<file path="src/pkg/lsm_params.svh">
// offsets, field positions, reset values and timing counts of the load switch sequencer
// assumes a 50 ns clock; times are given in ns and turned into cycle counts here
`ifndef LSM_PARAMS_SVH
`define LSM_PARAMS_SVH
`define LSM_CLK_NS        50
`define LSM_TINIT_NS      100000
`define LSM_TDIS_NS       100000
`define LSM_TDEB_BUS_NS   100000
`define LSM_TDEB_OUT_NS   100000
`define LSM_TDEB_EN_NS    10000
`define LSM_TDEB_FLAG_NS  10000
// least times round up to whole cycles
`define LSM_CYC(t)        (((t) + `LSM_CLK_NS - 1) / `LSM_CLK_NS)
`define LSM_TINIT_CYC     `LSM_CYC(`LSM_TINIT_NS)
`define LSM_TDIS_CYC      `LSM_CYC(`LSM_TDIS_NS)
`define LSM_TDEB_BUS_CYC  `LSM_CYC(`LSM_TDEB_BUS_NS)
`define LSM_TDEB_OUT_CYC  `LSM_CYC(`LSM_TDEB_OUT_NS)
`define LSM_TDEB_EN_CYC   `LSM_CYC(`LSM_TDEB_EN_NS)
`define LSM_TDEB_FLAG_CYC `LSM_CYC(`LSM_TDEB_FLAG_NS)
`define LSM_ADDR_CTRL     12'h000
`define LSM_ADDR_STATUS   12'h004
`define LSM_CTRL_HOLD_BIT 0
`define LSM_CTRL_RESET    1'b0
`define LSM_ST_BUS_BIT    4
`define LSM_ST_OUT_BIT    5
`define LSM_ST_EN_BIT     6
`define LSM_ST_FLAG_BIT   7
`define LSM_ST_TEMP_BIT   8
`endif

</file>
<file path="src/pkg/lsm_pkg.sv">
// types of the load switch mode state machine
// used together with lsm_params.svh
package lsm_pkg;
    typedef enum logic [3:0] {
        LSM_OFF       = 4'h0,
        LSM_INIT      = 4'h1,
        LSM_TSD_SLV   = 4'h2,
        LSM_TSD_AUTO  = 4'h3,
        LSM_A_READY   = 4'h4,
        LSM_A_DISCH   = 4'h5,
        LSM_A_ON      = 4'h6,
        LSM_OTG_READY = 4'h7,
        LSM_OTG_ON    = 4'h8,
        LSM_OTG_DISCH = 4'h9,
        LSM_S_READY   = 4'hA,
        LSM_S_OTG_RDY = 4'hB,
        LSM_S_ON      = 4'hC
    } lsm_state_t;

    typedef struct packed {
        logic sw_close;
        logic wdis;
        logic flag_low;
        logic disch;
    } lsm_pins_t;
endpackage

</file>
<file path="src/logic/lsm_top.sv">
// load switch mode state machine with its AXI4-Lite control and status registers
// comparator inputs are synchronous to clk; the flag pin is open drain and resolved outside
//
// The register offsets and the AXI4-Lite interface to the registers were chosen for this implementation.
`timescale 1ns/1ns
`include "lsm_params.svh"

module lsm_debounce #(
    parameter int N = 4
) (
    input  wire logic clk,
    input  wire logic rst_b,
    input  wire logic raw,
    output logic      level
);
    localparam int CW = $clog2(N + 1);
    logic [CW-1:0] cnt;
    logic [CW-1:0] next_cnt;
    logic          next_level;

    always_comb begin
        next_cnt   = '0;
        next_level = level;
        if (raw != level) begin
            if (cnt == CW'(N - 1)) begin
                next_level = raw;
            end else begin
                next_cnt = cnt + 1'b1;
            end
        end
    end

    always_ff @(posedge clk or negedge rst_b) begin
        if (!rst_b) begin
            cnt   <= '0;
            level <= 1'b0;
        end else begin
            cnt   <= next_cnt;
            level <= next_level;
        end
    end
endmodule

// Overview of operation
// (RL1) In init, hold switch open, both pins low, for the init time.
// (RL2) Leaving init, enable low selects autonomous mode, high selects slave mode.
// (RL3) Over-temperature in any slave state enters slave thermal shutdown, disable high.
// (RL4) Over-temperature in any autonomous state enters autonomous thermal shutdown.
// (RL5) Auto ready: switch open, pins low; re-entered from discharge on invalid bus.
// (RL6) Valid bus in auto mode: open, disable high, discharge both rails, least time.
// (RL7) Discharge exits to auto on only once output rail is below lockout, raw.
// (RL8) Auto on: switch closed, disable high, flag low; left only on power loss, over-temperature or enable high.
// (RL9) Valid output rail in auto mode: open, disable low, flag released high.
// (RL10) OTG enable detected: close switch, disable high, system holds flag low.
// (RL11) Flag released in OTG on: open, disable high, discharge, then OTG ready.
// (RL12) Slave ready: switch open, both pins low; also reached from autonomous exits.
// (RL13) Slave mode, valid output rail, enable high: open, disable low, flag released.
// (RL14) Slave mode, enable low: close switch, disable high, flag low.
// (RL15) Enable high in any autonomous state exits to a slave state.
// (RL16) Exit maps OTG ready to slave OTG ready, all others to slave ready.
// (RL17) Overvoltage only opens the switch, never changes the state.
// (RL18) Bus input valid only after staying above lockout for its debounce time.
// (RL19) Output rail valid after its debounce time, and only while bus invalid.
// (RL20) System pulls flag low only after release, for the flag debounce time.
// (RL21) Power lost on both rails forces the state machine to off.
module lsm_top
    import lsm_pkg::*;
#(
    parameter int INIT_CYC = `LSM_TINIT_CYC,
    parameter int DIS_CYC  = `LSM_TDIS_CYC,
    parameter int BUS_CYC  = `LSM_TDEB_BUS_CYC,
    parameter int OUT_CYC  = `LSM_TDEB_OUT_CYC,
    parameter int EN_CYC   = `LSM_TDEB_EN_CYC,
    parameter int FLAG_CYC = `LSM_TDEB_FLAG_CYC
) (
    input  wire logic        clk,
    input  wire logic        rst_b,
    input  wire logic        bus_uv_ok,
    input  wire logic        out_uv_ok,
    input  wire logic        over_temp,
    input  wire logic        over_voltage,
    input  wire logic        enable_n,
    input  wire logic        flag_in,
    output logic             flag_o,
    output logic             flag_oe,
    output logic             switch_close,
    output logic             wireless_dis,
    output logic             discharge_en,
    input  wire logic [11:0] s_axi_awaddr,
    input  wire logic        s_axi_awvalid,
    output logic             s_axi_awready,
    input  wire logic [31:0] s_axi_wdata,
    input  wire logic [3:0]  s_axi_wstrb,
    input  wire logic        s_axi_wvalid,
    output logic             s_axi_wready,
    output logic [1:0]       s_axi_bresp,
    output logic             s_axi_bvalid,
    input  wire logic        s_axi_bready,
    input  wire logic [11:0] s_axi_araddr,
    input  wire logic        s_axi_arvalid,
    output logic             s_axi_arready,
    output logic [31:0]      s_axi_rdata,
    output logic [1:0]       s_axi_rresp,
    output logic             s_axi_rvalid,
    input  wire logic        s_axi_rready
);
    localparam int MAXC = (INIT_CYC > DIS_CYC) ? INIT_CYC : DIS_CYC;
    localparam int TW   = $clog2(MAXC + 1);

    if (INIT_CYC < 1 || DIS_CYC < 1 || BUS_CYC < 1 || OUT_CYC < 1 || EN_CYC < 1
        || FLAG_CYC < 1) begin : g_bad_param
        $error("lsm_top: every cycle count must be at least one");
    end

    lsm_state_t    state;
    lsm_state_t    next_state;
    logic [TW-1:0] tmr;
    logic [TW-1:0] next_tmr;
    lsm_pins_t     pins;
    logic          hold_open;
    logic          next_hold_open;
    logic          power_ok;
    logic          bus_valid;
    logic          out_deb;
    logic          out_valid;
    logic          en_n_deb;
    logic          flag_deb;
    logic          auto_st;
    logic          slave_st;

    assign power_ok  = bus_uv_ok | out_uv_ok;
    assign out_valid = out_deb & ~bus_valid; // RL19

    lsm_debounce #(.N(BUS_CYC)) u_deb_bus (
        .clk(clk), .rst_b(rst_b), .raw(bus_uv_ok), .level(bus_valid)); // RL18
    lsm_debounce #(.N(OUT_CYC)) u_deb_out (
        .clk(clk), .rst_b(rst_b), .raw(out_uv_ok & ~bus_valid), .level(out_deb)); // RL19
    lsm_debounce #(.N(EN_CYC)) u_deb_en (
        .clk(clk), .rst_b(rst_b), .raw(enable_n), .level(en_n_deb));
    // flag only counts as forced low while the device has it released
    lsm_debounce #(.N(FLAG_CYC)) u_deb_flag (
        .clk(clk), .rst_b(rst_b), .raw(flag_in | flag_oe), .level(flag_deb)); // RL20

    always_comb begin
        auto_st  = 1'b0;
        slave_st = 1'b0;
        case (state)
            LSM_A_READY, LSM_A_DISCH, LSM_A_ON,
            LSM_OTG_READY, LSM_OTG_ON, LSM_OTG_DISCH: auto_st = 1'b1;
            LSM_S_READY, LSM_S_OTG_RDY, LSM_S_ON:     slave_st = 1'b1;
            default: ;
        endcase
    end

    always_comb begin
        next_state = state;
        if (!power_ok) begin
            next_state = LSM_OFF; // RL21
        end else if (slave_st && over_temp) begin
            next_state = LSM_TSD_SLV; // RL3
        end else if (auto_st && over_temp) begin
            next_state = LSM_TSD_AUTO; // RL4
        end else if (auto_st && en_n_deb) begin
            // RL15 RL16
            next_state = (state == LSM_OTG_READY) ? LSM_S_OTG_RDY : LSM_S_READY;
        end else begin
            case (state)
                LSM_OFF: next_state = LSM_INIT;
                LSM_INIT: begin
                    if (tmr >= TW'(INIT_CYC)) begin
                        next_state = en_n_deb ? LSM_S_READY : LSM_A_READY; // RL2
                    end
                end
                LSM_TSD_SLV:  if (!over_temp) next_state = LSM_S_READY;
                LSM_TSD_AUTO: if (!over_temp) next_state = LSM_A_READY;
                LSM_A_READY: begin
                    if (bus_valid) begin
                        next_state = LSM_A_DISCH; // RL6
                    end else if (out_valid) begin
                        next_state = LSM_OTG_READY; // RL9
                    end
                end
                LSM_A_DISCH: begin
                    if (!bus_valid) begin
                        next_state = LSM_A_READY; // RL5
                    end else if (tmr >= TW'(DIS_CYC) && !out_uv_ok) begin
                        next_state = LSM_A_ON; // RL7
                    end
                end
                LSM_A_ON: next_state = LSM_A_ON; // RL8
                LSM_OTG_READY: begin
                    if (bus_valid) begin
                        next_state = LSM_A_DISCH;
                    end else if (!out_valid) begin
                        next_state = LSM_A_READY;
                    end else if (!flag_deb) begin
                        next_state = LSM_OTG_ON; // RL10
                    end
                end
                LSM_OTG_ON:    if (flag_deb) next_state = LSM_OTG_DISCH; // RL11
                LSM_OTG_DISCH: if (tmr >= TW'(DIS_CYC)) next_state = LSM_OTG_READY; // RL11
                LSM_S_READY: begin
                    if (!en_n_deb) begin
                        next_state = LSM_S_ON; // RL14
                    end else if (out_valid) begin
                        next_state = LSM_S_OTG_RDY; // RL13
                    end
                end
                LSM_S_OTG_RDY: begin
                    if (!en_n_deb) begin
                        next_state = LSM_S_ON;
                    end else if (!out_valid) begin
                        next_state = LSM_S_READY;
                    end
                end
                LSM_S_ON: if (en_n_deb) next_state = LSM_S_READY;
                default:  next_state = LSM_OFF;
            endcase
        end
        next_tmr = (next_state != state) ? '0 : ((tmr == TW'(MAXC)) ? tmr : tmr + 1'b1);
    end

    // pin pattern of each state, decoded from next_state so the pins register together with the state
    always_comb begin
        pins = '{sw_close: 1'b0, wdis: 1'b0, flag_low: 1'b1, disch: 1'b0}; // RL1 RL5 RL12
        case (next_state)
            LSM_TSD_SLV, LSM_TSD_AUTO: pins.wdis = 1'b1; // RL3 RL4
            LSM_A_DISCH: begin
                pins.wdis  = 1'b1; // RL6
                pins.disch = 1'b1;
            end
            LSM_A_ON, LSM_S_ON: begin
                pins.sw_close = 1'b1; // RL8 RL14
                pins.wdis     = 1'b1;
            end
            LSM_OTG_READY, LSM_S_OTG_RDY: pins.flag_low = 1'b0; // RL9 RL13
            LSM_OTG_ON: begin
                pins.sw_close = 1'b1; // RL10
                pins.wdis     = 1'b1;
                pins.flag_low = 1'b0;
            end
            LSM_OTG_DISCH: begin
                pins.wdis     = 1'b1; // RL11
                pins.flag_low = 1'b0;
                pins.disch    = 1'b1;
            end
            default: ;
        endcase
        // overvoltage gates the switch only; the state goes on unchanged
        if (over_voltage || hold_open) begin
            pins.sw_close = 1'b0; // RL17
        end
    end

    always_ff @(posedge clk or negedge rst_b) begin
        if (!rst_b) begin
            state        <= LSM_OFF;
            tmr          <= '0;
            switch_close <= 1'b0;
            wireless_dis <= 1'b0;
            flag_oe      <= 1'b1;
            flag_o       <= 1'b0;
            discharge_en <= 1'b0;
        end else begin
            state        <= next_state;
            tmr          <= next_tmr;
            switch_close <= pins.sw_close;
            wireless_dis <= pins.wdis;
            flag_oe      <= pins.flag_low;
            flag_o       <= 1'b0;
            discharge_en <= pins.disch;
        end
    end

    // AXI4-Lite slave: address and data are taken together, one access of each kind at a time
    logic        wr_go;
    logic        rd_go;
    logic        next_awready;
    logic        next_arready;
    logic        next_bvalid;
    logic        next_rvalid;
    logic [1:0]  next_bresp;
    logic [1:0]  next_rresp;
    logic [31:0] next_rdata;
    logic [31:0] status_word;

    assign wr_go = s_axi_awready & s_axi_awvalid & s_axi_wvalid;
    assign rd_go = s_axi_arready & s_axi_arvalid;

    always_comb begin
        status_word                     = {28'h0000000, state};
        status_word[`LSM_ST_BUS_BIT]    = bus_valid;
        status_word[`LSM_ST_OUT_BIT]    = out_valid;
        status_word[`LSM_ST_EN_BIT]     = en_n_deb;
        status_word[`LSM_ST_FLAG_BIT]   = flag_deb;
        status_word[`LSM_ST_TEMP_BIT]   = over_temp;
        next_hold_open = hold_open;
        next_bresp     = s_axi_bresp;
        next_bvalid    = s_axi_bvalid & ~s_axi_bready;
        next_awready   = s_axi_awvalid & s_axi_wvalid & ~s_axi_awready & ~s_axi_bvalid;
        if (wr_go) begin
            next_bvalid = 1'b1;
            next_bresp  = 2'h0;
            if (s_axi_awaddr == `LSM_ADDR_CTRL) begin
                if (s_axi_wstrb[0]) begin
                    next_hold_open = s_axi_wdata[`LSM_CTRL_HOLD_BIT];
                end
            end else if (s_axi_awaddr != `LSM_ADDR_STATUS) begin
                next_bresp = 2'h2;
            end
        end
        next_rdata   = s_axi_rdata;
        next_rresp   = s_axi_rresp;
        next_rvalid  = s_axi_rvalid & ~s_axi_rready;
        next_arready = s_axi_arvalid & ~s_axi_arready & ~s_axi_rvalid;
        if (rd_go) begin
            next_rvalid = 1'b1;
            next_rresp  = 2'h0;
            if (s_axi_araddr == `LSM_ADDR_CTRL) begin
                next_rdata = {31'h00000000, hold_open};
            end else if (s_axi_araddr == `LSM_ADDR_STATUS) begin
                next_rdata = status_word;
            end else begin
                next_rdata = 32'h00000000;
                next_rresp = 2'h2;
            end
        end
    end

    always_ff @(posedge clk or negedge rst_b) begin
        if (!rst_b) begin
            hold_open     <= `LSM_CTRL_RESET;
            s_axi_awready <= 1'b0;
            s_axi_wready  <= 1'b0;
            s_axi_bvalid  <= 1'b0;
            s_axi_bresp   <= 2'h0;
            s_axi_arready <= 1'b0;
            s_axi_rvalid  <= 1'b0;
            s_axi_rresp   <= 2'h0;
            s_axi_rdata   <= 32'h00000000;
        end else begin
            hold_open     <= next_hold_open;
            s_axi_awready <= next_awready;
            s_axi_wready  <= next_awready;
            s_axi_bvalid  <= next_bvalid;
            s_axi_bresp   <= next_bresp;
            s_axi_arready <= next_arready;
            s_axi_rvalid  <= next_rvalid;
            s_axi_rresp   <= next_rresp;
            s_axi_rdata   <= next_rdata;
        end
    end
endmodule

</file>
<file path="config.mk">
export PLATFORM = sky130hd
export DESIGN_NAME = lsm_top
export DESIGN_NICKNAME = d
export VERILOG_FILES = /design/src/pkg/lsm_pkg.sv /design/src/logic/lsm_top.sv
export VERILOG_INCLUDE_DIRS = /design/src /design/src/pkg
export SDC_FILE = /design/constraint.sdc
export NUM_CORES = 1
export LEC_CHECK = 0
export BUFFER_PORTS_ARGS = -buffer_cell sky130_fd_sc_hd__buf_2
export CAP_MARGIN = 20
export CORE_UTILIZATION = 40
export CTS_CLUSTER_SIZE = 24
export DETAILED_ROUTE_END_ITERATION = 16
export PLACE_DENSITY = 0.76
export SKIP_LAST_GASP = 1
export SLEW_MARGIN = 5
export SYNTH_ARGS = -nofsm -noshare
export SYNTH_HDL_FRONTEND = slang
export SYNTH_SLANG_ARGS = --single-unit
</file>
<file path="constraint.sdc">
create_clock -name clk -period 6.8 [get_ports clk]
set_input_delay 1.36 -clock clk [delete_from_list [all_inputs] [get_ports clk]]
set_output_delay 1.36 -clock clk [all_outputs]
set_load 0.03 [all_outputs]
</file>
# Word-level counts from Yosys, hierarchy flattened
# Index checks and enable logic that the tools add are counted.
dict set report word_totals {
  latchBits 0
  mem_count 0
  output_inout_bits 46
  inputBits 73
  romBits 0
  mem_bits_rw 0
  reg_bits 102
  elab_cells 152
}
dict set report op_classes {
  order_cmp 1
  muxes 49
  n_shift 0
  n_reduce_logical 20
  eq_ne 34
  addsub 5
  div_mod_pow 0
  mul 0
  bitwise_logic 21
}
# operator n
set ops {}
lappend ops {{2-to-1 mux 4 bit} 22}
lappend ops {{2-to-1 mux 11 bit} 6}
lappend ops {{case mux 4 bit (13 select lines)} 1}
lappend ops {{equality test 4 bit (second input constant)} 9}
lappend ops {{adder 11 x 1 -> 11 bit (second input constant)} 3}
lappend ops {{equality test 11 bit (second input constant)} 3}
lappend ops {{2-to-1 mux 8 bit} 4}
lappend ops {{equality test 4 x 3 -> 1 bit (second input constant)} 7}
lappend ops {{zero test 12 bit} 2}
lappend ops {{2-to-1 mux 9 bit} 2}
lappend ops {{adder 8 x 1 -> 8 bit (second input constant)} 2}
lappend ops {{equality test 4 x 2 -> 1 bit (second input constant)} 4}
lappend ops {{equality test 8 bit (second input constant)} 2}
lappend ops {{AND 1 bit} 12}
lappend ops {{equality test 12 x 3 -> 1 bit (second input constant)} 1}
lappend ops {{!= test 12 x 3 -> 1 bit (second input constant)} 1}
lappend ops {{greater-or-equal comparator 11 bit (second input constant)} 1}
lappend ops {{2-to-1 mux 1 bit} 10}
lappend ops {{2-to-1 mux 2 bit} 4}
lappend ops {{AND reduction 2 bit} 4}
lappend ops {{inverter 1 bit} 7}
lappend ops {{OR reduction 7 bit} 1}
lappend ops {{OR reduction 3 bit} 2}
lappend ops {{OR reduction 6 bit} 1}
lappend ops {{12 further kinds} 19}

# Depth between registers and ports, before layout
dict set report depth {
  word_depth 13
  mapped_depth 10
  ltp_nobuf 8
}

# Hierarchy
# From an unflattened synthesis, not the netlist that was laid out.
dict set report unflattened {
  hier_cells 477
  area_unflattened_um2 4620.7
}
# module seq_area_each_um2 area_each_um2 cells_per_inst instances
set by_module_without_submodules {}
lappend by_module_without_submodules {lsm_top 877.1 2543.7 273 1}
lappend by_module_without_submodules {{lsm_debounce (u_deb_bus ...)} 300.3 586.8 60 2}
lappend by_module_without_submodules {{lsm_debounce (u_deb_en ...)} 225.2 451.7 42 2}

# Least setup slack after synthesis
# Ideal clock, no wire load.
dict set report synth_timing {
  path_type {input-to-reg}
  startpoint {input over_temp}
  endpoint {register tmr[10]}
  path_buffers 2
  required_ps 6729
  setup_ps 71
  slack_ps 3879
  arrival_time_ps 2850
  stages 9
  path_cell_list {clkbuf_1 > o21ba_2 > o22ai_1 > a41o_1 > nor2_1 > mux2i_1 > nand4_1 > buf_4 > nor2_1}
}
dict set report synth_between {
  elab_chain_cells 8
}
# item line
set synth_rtl {}
lappend synth_rtl {{from (decl)} lsm_top.sv:80} ;# input wire logic over_temp,
lappend synth_rtl {{2-to-1 mux 4 bit, on equally long branches} {lsm_top.sv:175, lsm_top.sv:174}}
lappend synth_rtl {{case mux 4 bit (13 select lines)} lsm_top.sv:167} ;# case (state)
lappend synth_rtl {{2-to-1 mux 4 bit} lsm_top.sv:163} ;# end else if (auto_st && en_n_deb) begin
lappend synth_rtl {{2-to-1 mux 4 bit} lsm_top.sv:161} ;# end else if (auto_st && over_temp) begin
lappend synth_rtl {{2-to-1 mux 4 bit (*)} lsm_top.sv:159} ;# end else if (slave_st && over_temp) begin
lappend synth_rtl {{2-to-1 mux 4 bit (*)} lsm_top.sv:157} ;# if (!power_ok) begin
lappend synth_rtl {{!= test 4 bit (*)} lsm_top.sv:220} ;# next_tmr = (next_state != state) ? '0 : ((tmr == TW'(MAXC)) ? tmr : tmr + 1'b1);
lappend synth_rtl {{!= test 2 bit (no line) / 2-to-1 mux 11 bit (equally long branches)} --}
lappend synth_rtl {{to (signal assigned)} lsm_top.sv:266} ;# tmr <= next_tmr;
lappend synth_rtl {{to (decl)} lsm_top.sv:117} ;# logic [TW-1:0] tmr;
# Mark *: on every way between the ends. The rest lies on a longest branch, timed or not.
# A chain may end at the register's enable or synchronous reset.

# Worst setup path after layout
dict set report layout_timing {
  startpoint {input over_temp}
  endpoint {register tmr[0]}
}
dict set report layout_between {
  elab_chain_cells 8
}
# item line
set layout_rtl {}
lappend layout_rtl {{2-to-1 mux 4 bit, on equally long branches} {lsm_top.sv:175, lsm_top.sv:174}}
lappend layout_rtl {{case mux 4 bit (13 select lines)} lsm_top.sv:167}
lappend layout_rtl {{2-to-1 mux 4 bit} lsm_top.sv:163}
lappend layout_rtl {{2-to-1 mux 4 bit} lsm_top.sv:161}
lappend layout_rtl {{2-to-1 mux 4 bit (*)} lsm_top.sv:159}
lappend layout_rtl {{2-to-1 mux 4 bit (*)} lsm_top.sv:157}
lappend layout_rtl {{net next_state[2]} lsm_top.sv:116} ;# lsm_state_t next_state;
lappend layout_rtl {{!= test 4 bit (*)} lsm_top.sv:220}
lappend layout_rtl {{!= test 2 bit (no line) / 2-to-1 mux 11 bit (equally long branches)} --}
# The timed path passes the listed nets; every way through them passes the cells marked *.

==> metrics.cfg <==
[cts]
root_buffer = clkbuf_8
insertion_delay_ns = 0.35
cts_setup_buffers = 0
cts_tree = yes
clock-sinks = 77
postCtsHoldBufs = 0
cts-buffers-inserted = 9
htreeDepth = 3
cts_resized = 0
cts_buffer_depth = 2
clk_pin_slew_worst_paths_ns = 0.09

[sta]
fin_skew_ns = 0.0112
fin_crit_ns = 3.13
hold_viol = 0
max_freq_mhz = 319
slew_headroom_pct = 38.5
holdWs_ns = 0.456
setup_tns_ns = 0
rsz0062_at_grt = no
slew_viol_final = 0
setup_viol = 0
worst_slew_pin_slew_ns = 0.922
finalWorstSetupSlack_ns = 3.67
fin_crit_sh_pct = 46.1

[min_path]
holdPathEnd = s_axi_wready$_DFF_PN0_
worstHoldPathCells = 1
worstHoldStart = s_axi_bvalid$_DFF_PN0_
hp-class = flip-flop to flip-flop

[layout]
layout-drive-gt1-share_pct = 18.1
seq_area_sq_um = 1930
design_area_sq_um = 4700
num_antenna_cells = 0
multiInputGateArea_sq_um = 2020
final_cell_mix = dfrtp_1, nor2_1, buf_2
layout_commonest_cell = dfrtp_1
fillers = 980
fin_nets = 570
synthToLayoutAreaGrowth_pct = 11.8

[critical_path]
cp_max_fo = 11
worst_setup_path_end_kind = flip-flop
reg2reg_to = tmr[0]$_DFFE_PN0P_
cp.arrival_ns = 3.41
reg2reg_from = state[1]$_DFF_PN0_
required_ns = 7.08
critical_path_class = input pin to flip-flop
setup.worst_path.start_class = input pin
reg2reg_slack_ns = 3.89
worst-r2r-cell-count = 7

[synthesis]
synthCells = 440
postSynth.asyncResetShare_pct = 100
synth.top_cell.area_share_pct = 45.3
synth_warnings = 0
netlist_top_cells_area = dfrtp_1, nor2_1, buf_4
ys.flop_type = dfrtp_1
yosysTopAreaCell = dfrtp_1
synth_seq_cells = 77
synth_area_per_cell_sq_um = 9.55
ys_types = 61
synth_edf_count = 0
ys_seq_area_share_pct = 45.9
syn-cell-area_sq_um = 4200

[global_route]
grt_pass1_vias = 3039
grt_max_degree = 78
grt_pass1_wl_um = 13800
grt_antenna_before_repair = 1
overflow = 0
grtUsageTotal_pct = 15.8

[floorplanning]
core_sq_um = 10300
die_width_um = 105
die_y_um = 105
dieArea_sq_um = 10900
pin_count = 119
initial_core_util_pct = 40.9
num_rows = 37

[detailed_routing]
drt_pass1_iterations = 4
drc = 0
wl_per_cell_um = 12.6
wirelength_um = 7950
first_iter_violations = 79
viasPerCell = 5.04
vias = 3185
drtAntennaViolNets = 0

[pwr]
ir_worst_vdd_mv = 0.159
p_per_area_nw_per_um2 = 282
p_leak_nw = 2.23
finalPower_mw = 1.33

[placed_design]
hpwlAfterDp_um = 5670
detailed_place.area_sq_um = 4470
io_buffers = 58
gp_congestion = 0.902
pre_cts_slack_ns = 3.29

[run]
drv_cap = 0

[status]
outcome = completed

-- stage by stage --
step           util, %  std cells
2_1_floorplan        -        465
3_3_place_gp      43.5        614
3_5_place_dp      43.5        614
4_1_cts           45.6        630
5_1_grt           45.7        632
6_report          45.7        632
-- how the worst max path moves through the flow --
stage	end	depth (start not counted)	start
2_1_floorplan	tmr[10]$_DFFE_PN0P_	9	over_temp
3_3_place_gp	tmr[4]$_DFFE_PN0P_	8	over_temp
3_5_place_dp	tmr[3]$_DFFE_PN0P_	8	over_temp
4_1_cts	tmr[0]$_DFFE_PN0P_	8	over_temp
5_1_grt	tmr[0]$_DFFE_PN0P_	8	over_temp
6_report	tmr[0]$_DFFE_PN0P_	8	over_temp
-- area by class of cell --
class | count | share of cell area, %
timing repair buffer | 60 | 6.44
multi-input combinational | 327 | 42.9
tap | 136 | 3.62
inverter | 16 | 1.28
clock buffer | 9 | 2.64
sequential | 77 | 41.0
clock inverter | 7 | 2.10
-- Yosys cell counts (all sizes together), types with 4 or more instances --
cell type   n
a22o        9
a31oi       6
and3       15
buf        34
clkbuf     11
dfrtp      76
ha          6
inv        16
mux2        4
mux2i       4
nand2      20
nand3      29
nand4       8
nor2       69
nor2b       8
nor4        9
o21ai      10
or2         4
xnor2      21
xor2       24
-- state kept, by name, indices dropped and copies added, names as in the netlist, 4 cells and up --
| signal | flops |
|---|---|
| s_axi_rdata | 9 |
| state | 4 |
| u_deb_en.cnt | 8 |
| u_deb_bus.cnt | 11 |
| tmr | 11 |
| u_deb_out.cnt | 11 |
| u_deb_flag.cnt | 8 |
-- critical path, cell delays in order --
cell and delay (ns):
buf_2 0.20, and3b_1 0.20, o221a_1 0.26, a211oi_2 0.18, nor2_1 0.11, a222oi_1 0.41
nand4_1 0.46, nor2_1 0.22
-- per-layer routing --
| metal | vias to the layer above | global-route usage (%) | part of all wire, % |
|---|---|---|---|
| met3 | 8 | 6.14 | 5.3 |
| met1 | 1514 | 18.8 | 44 |
| met4 | 2 | 5.92 | 0.86 |
| met2 | 87 | 25.6 | 49 |
| met5 | - | 0 | 0.16 |
| li1 | 1574 | - | - |
-- cell families after synthesis --
family                   count (synthesis)  synth area share (%)
AO/OA/AOI/OAI                           60                  11.0
XOR/XNOR                                45                  9.38
adder cells (fa/ha/maj)                  6                  1.79
buffers and inverters                   61                  8.40
flip-flops                              77                  45.9
multiplexers                             8                  2.02
other                                    1                0.0892
AND/OR/NAND/NOR                        182                  21.4
-- report_power, final --
part / switching, mW / total, mW / internal (mW)
combinational: 0.224 / 0.380 / 0.156
sequential: 0.0713 / 0.559 / 0.487
clock: 0.180 / 0.388 / 0.208
Note: power is estimated with default switching activity, not from simulation.
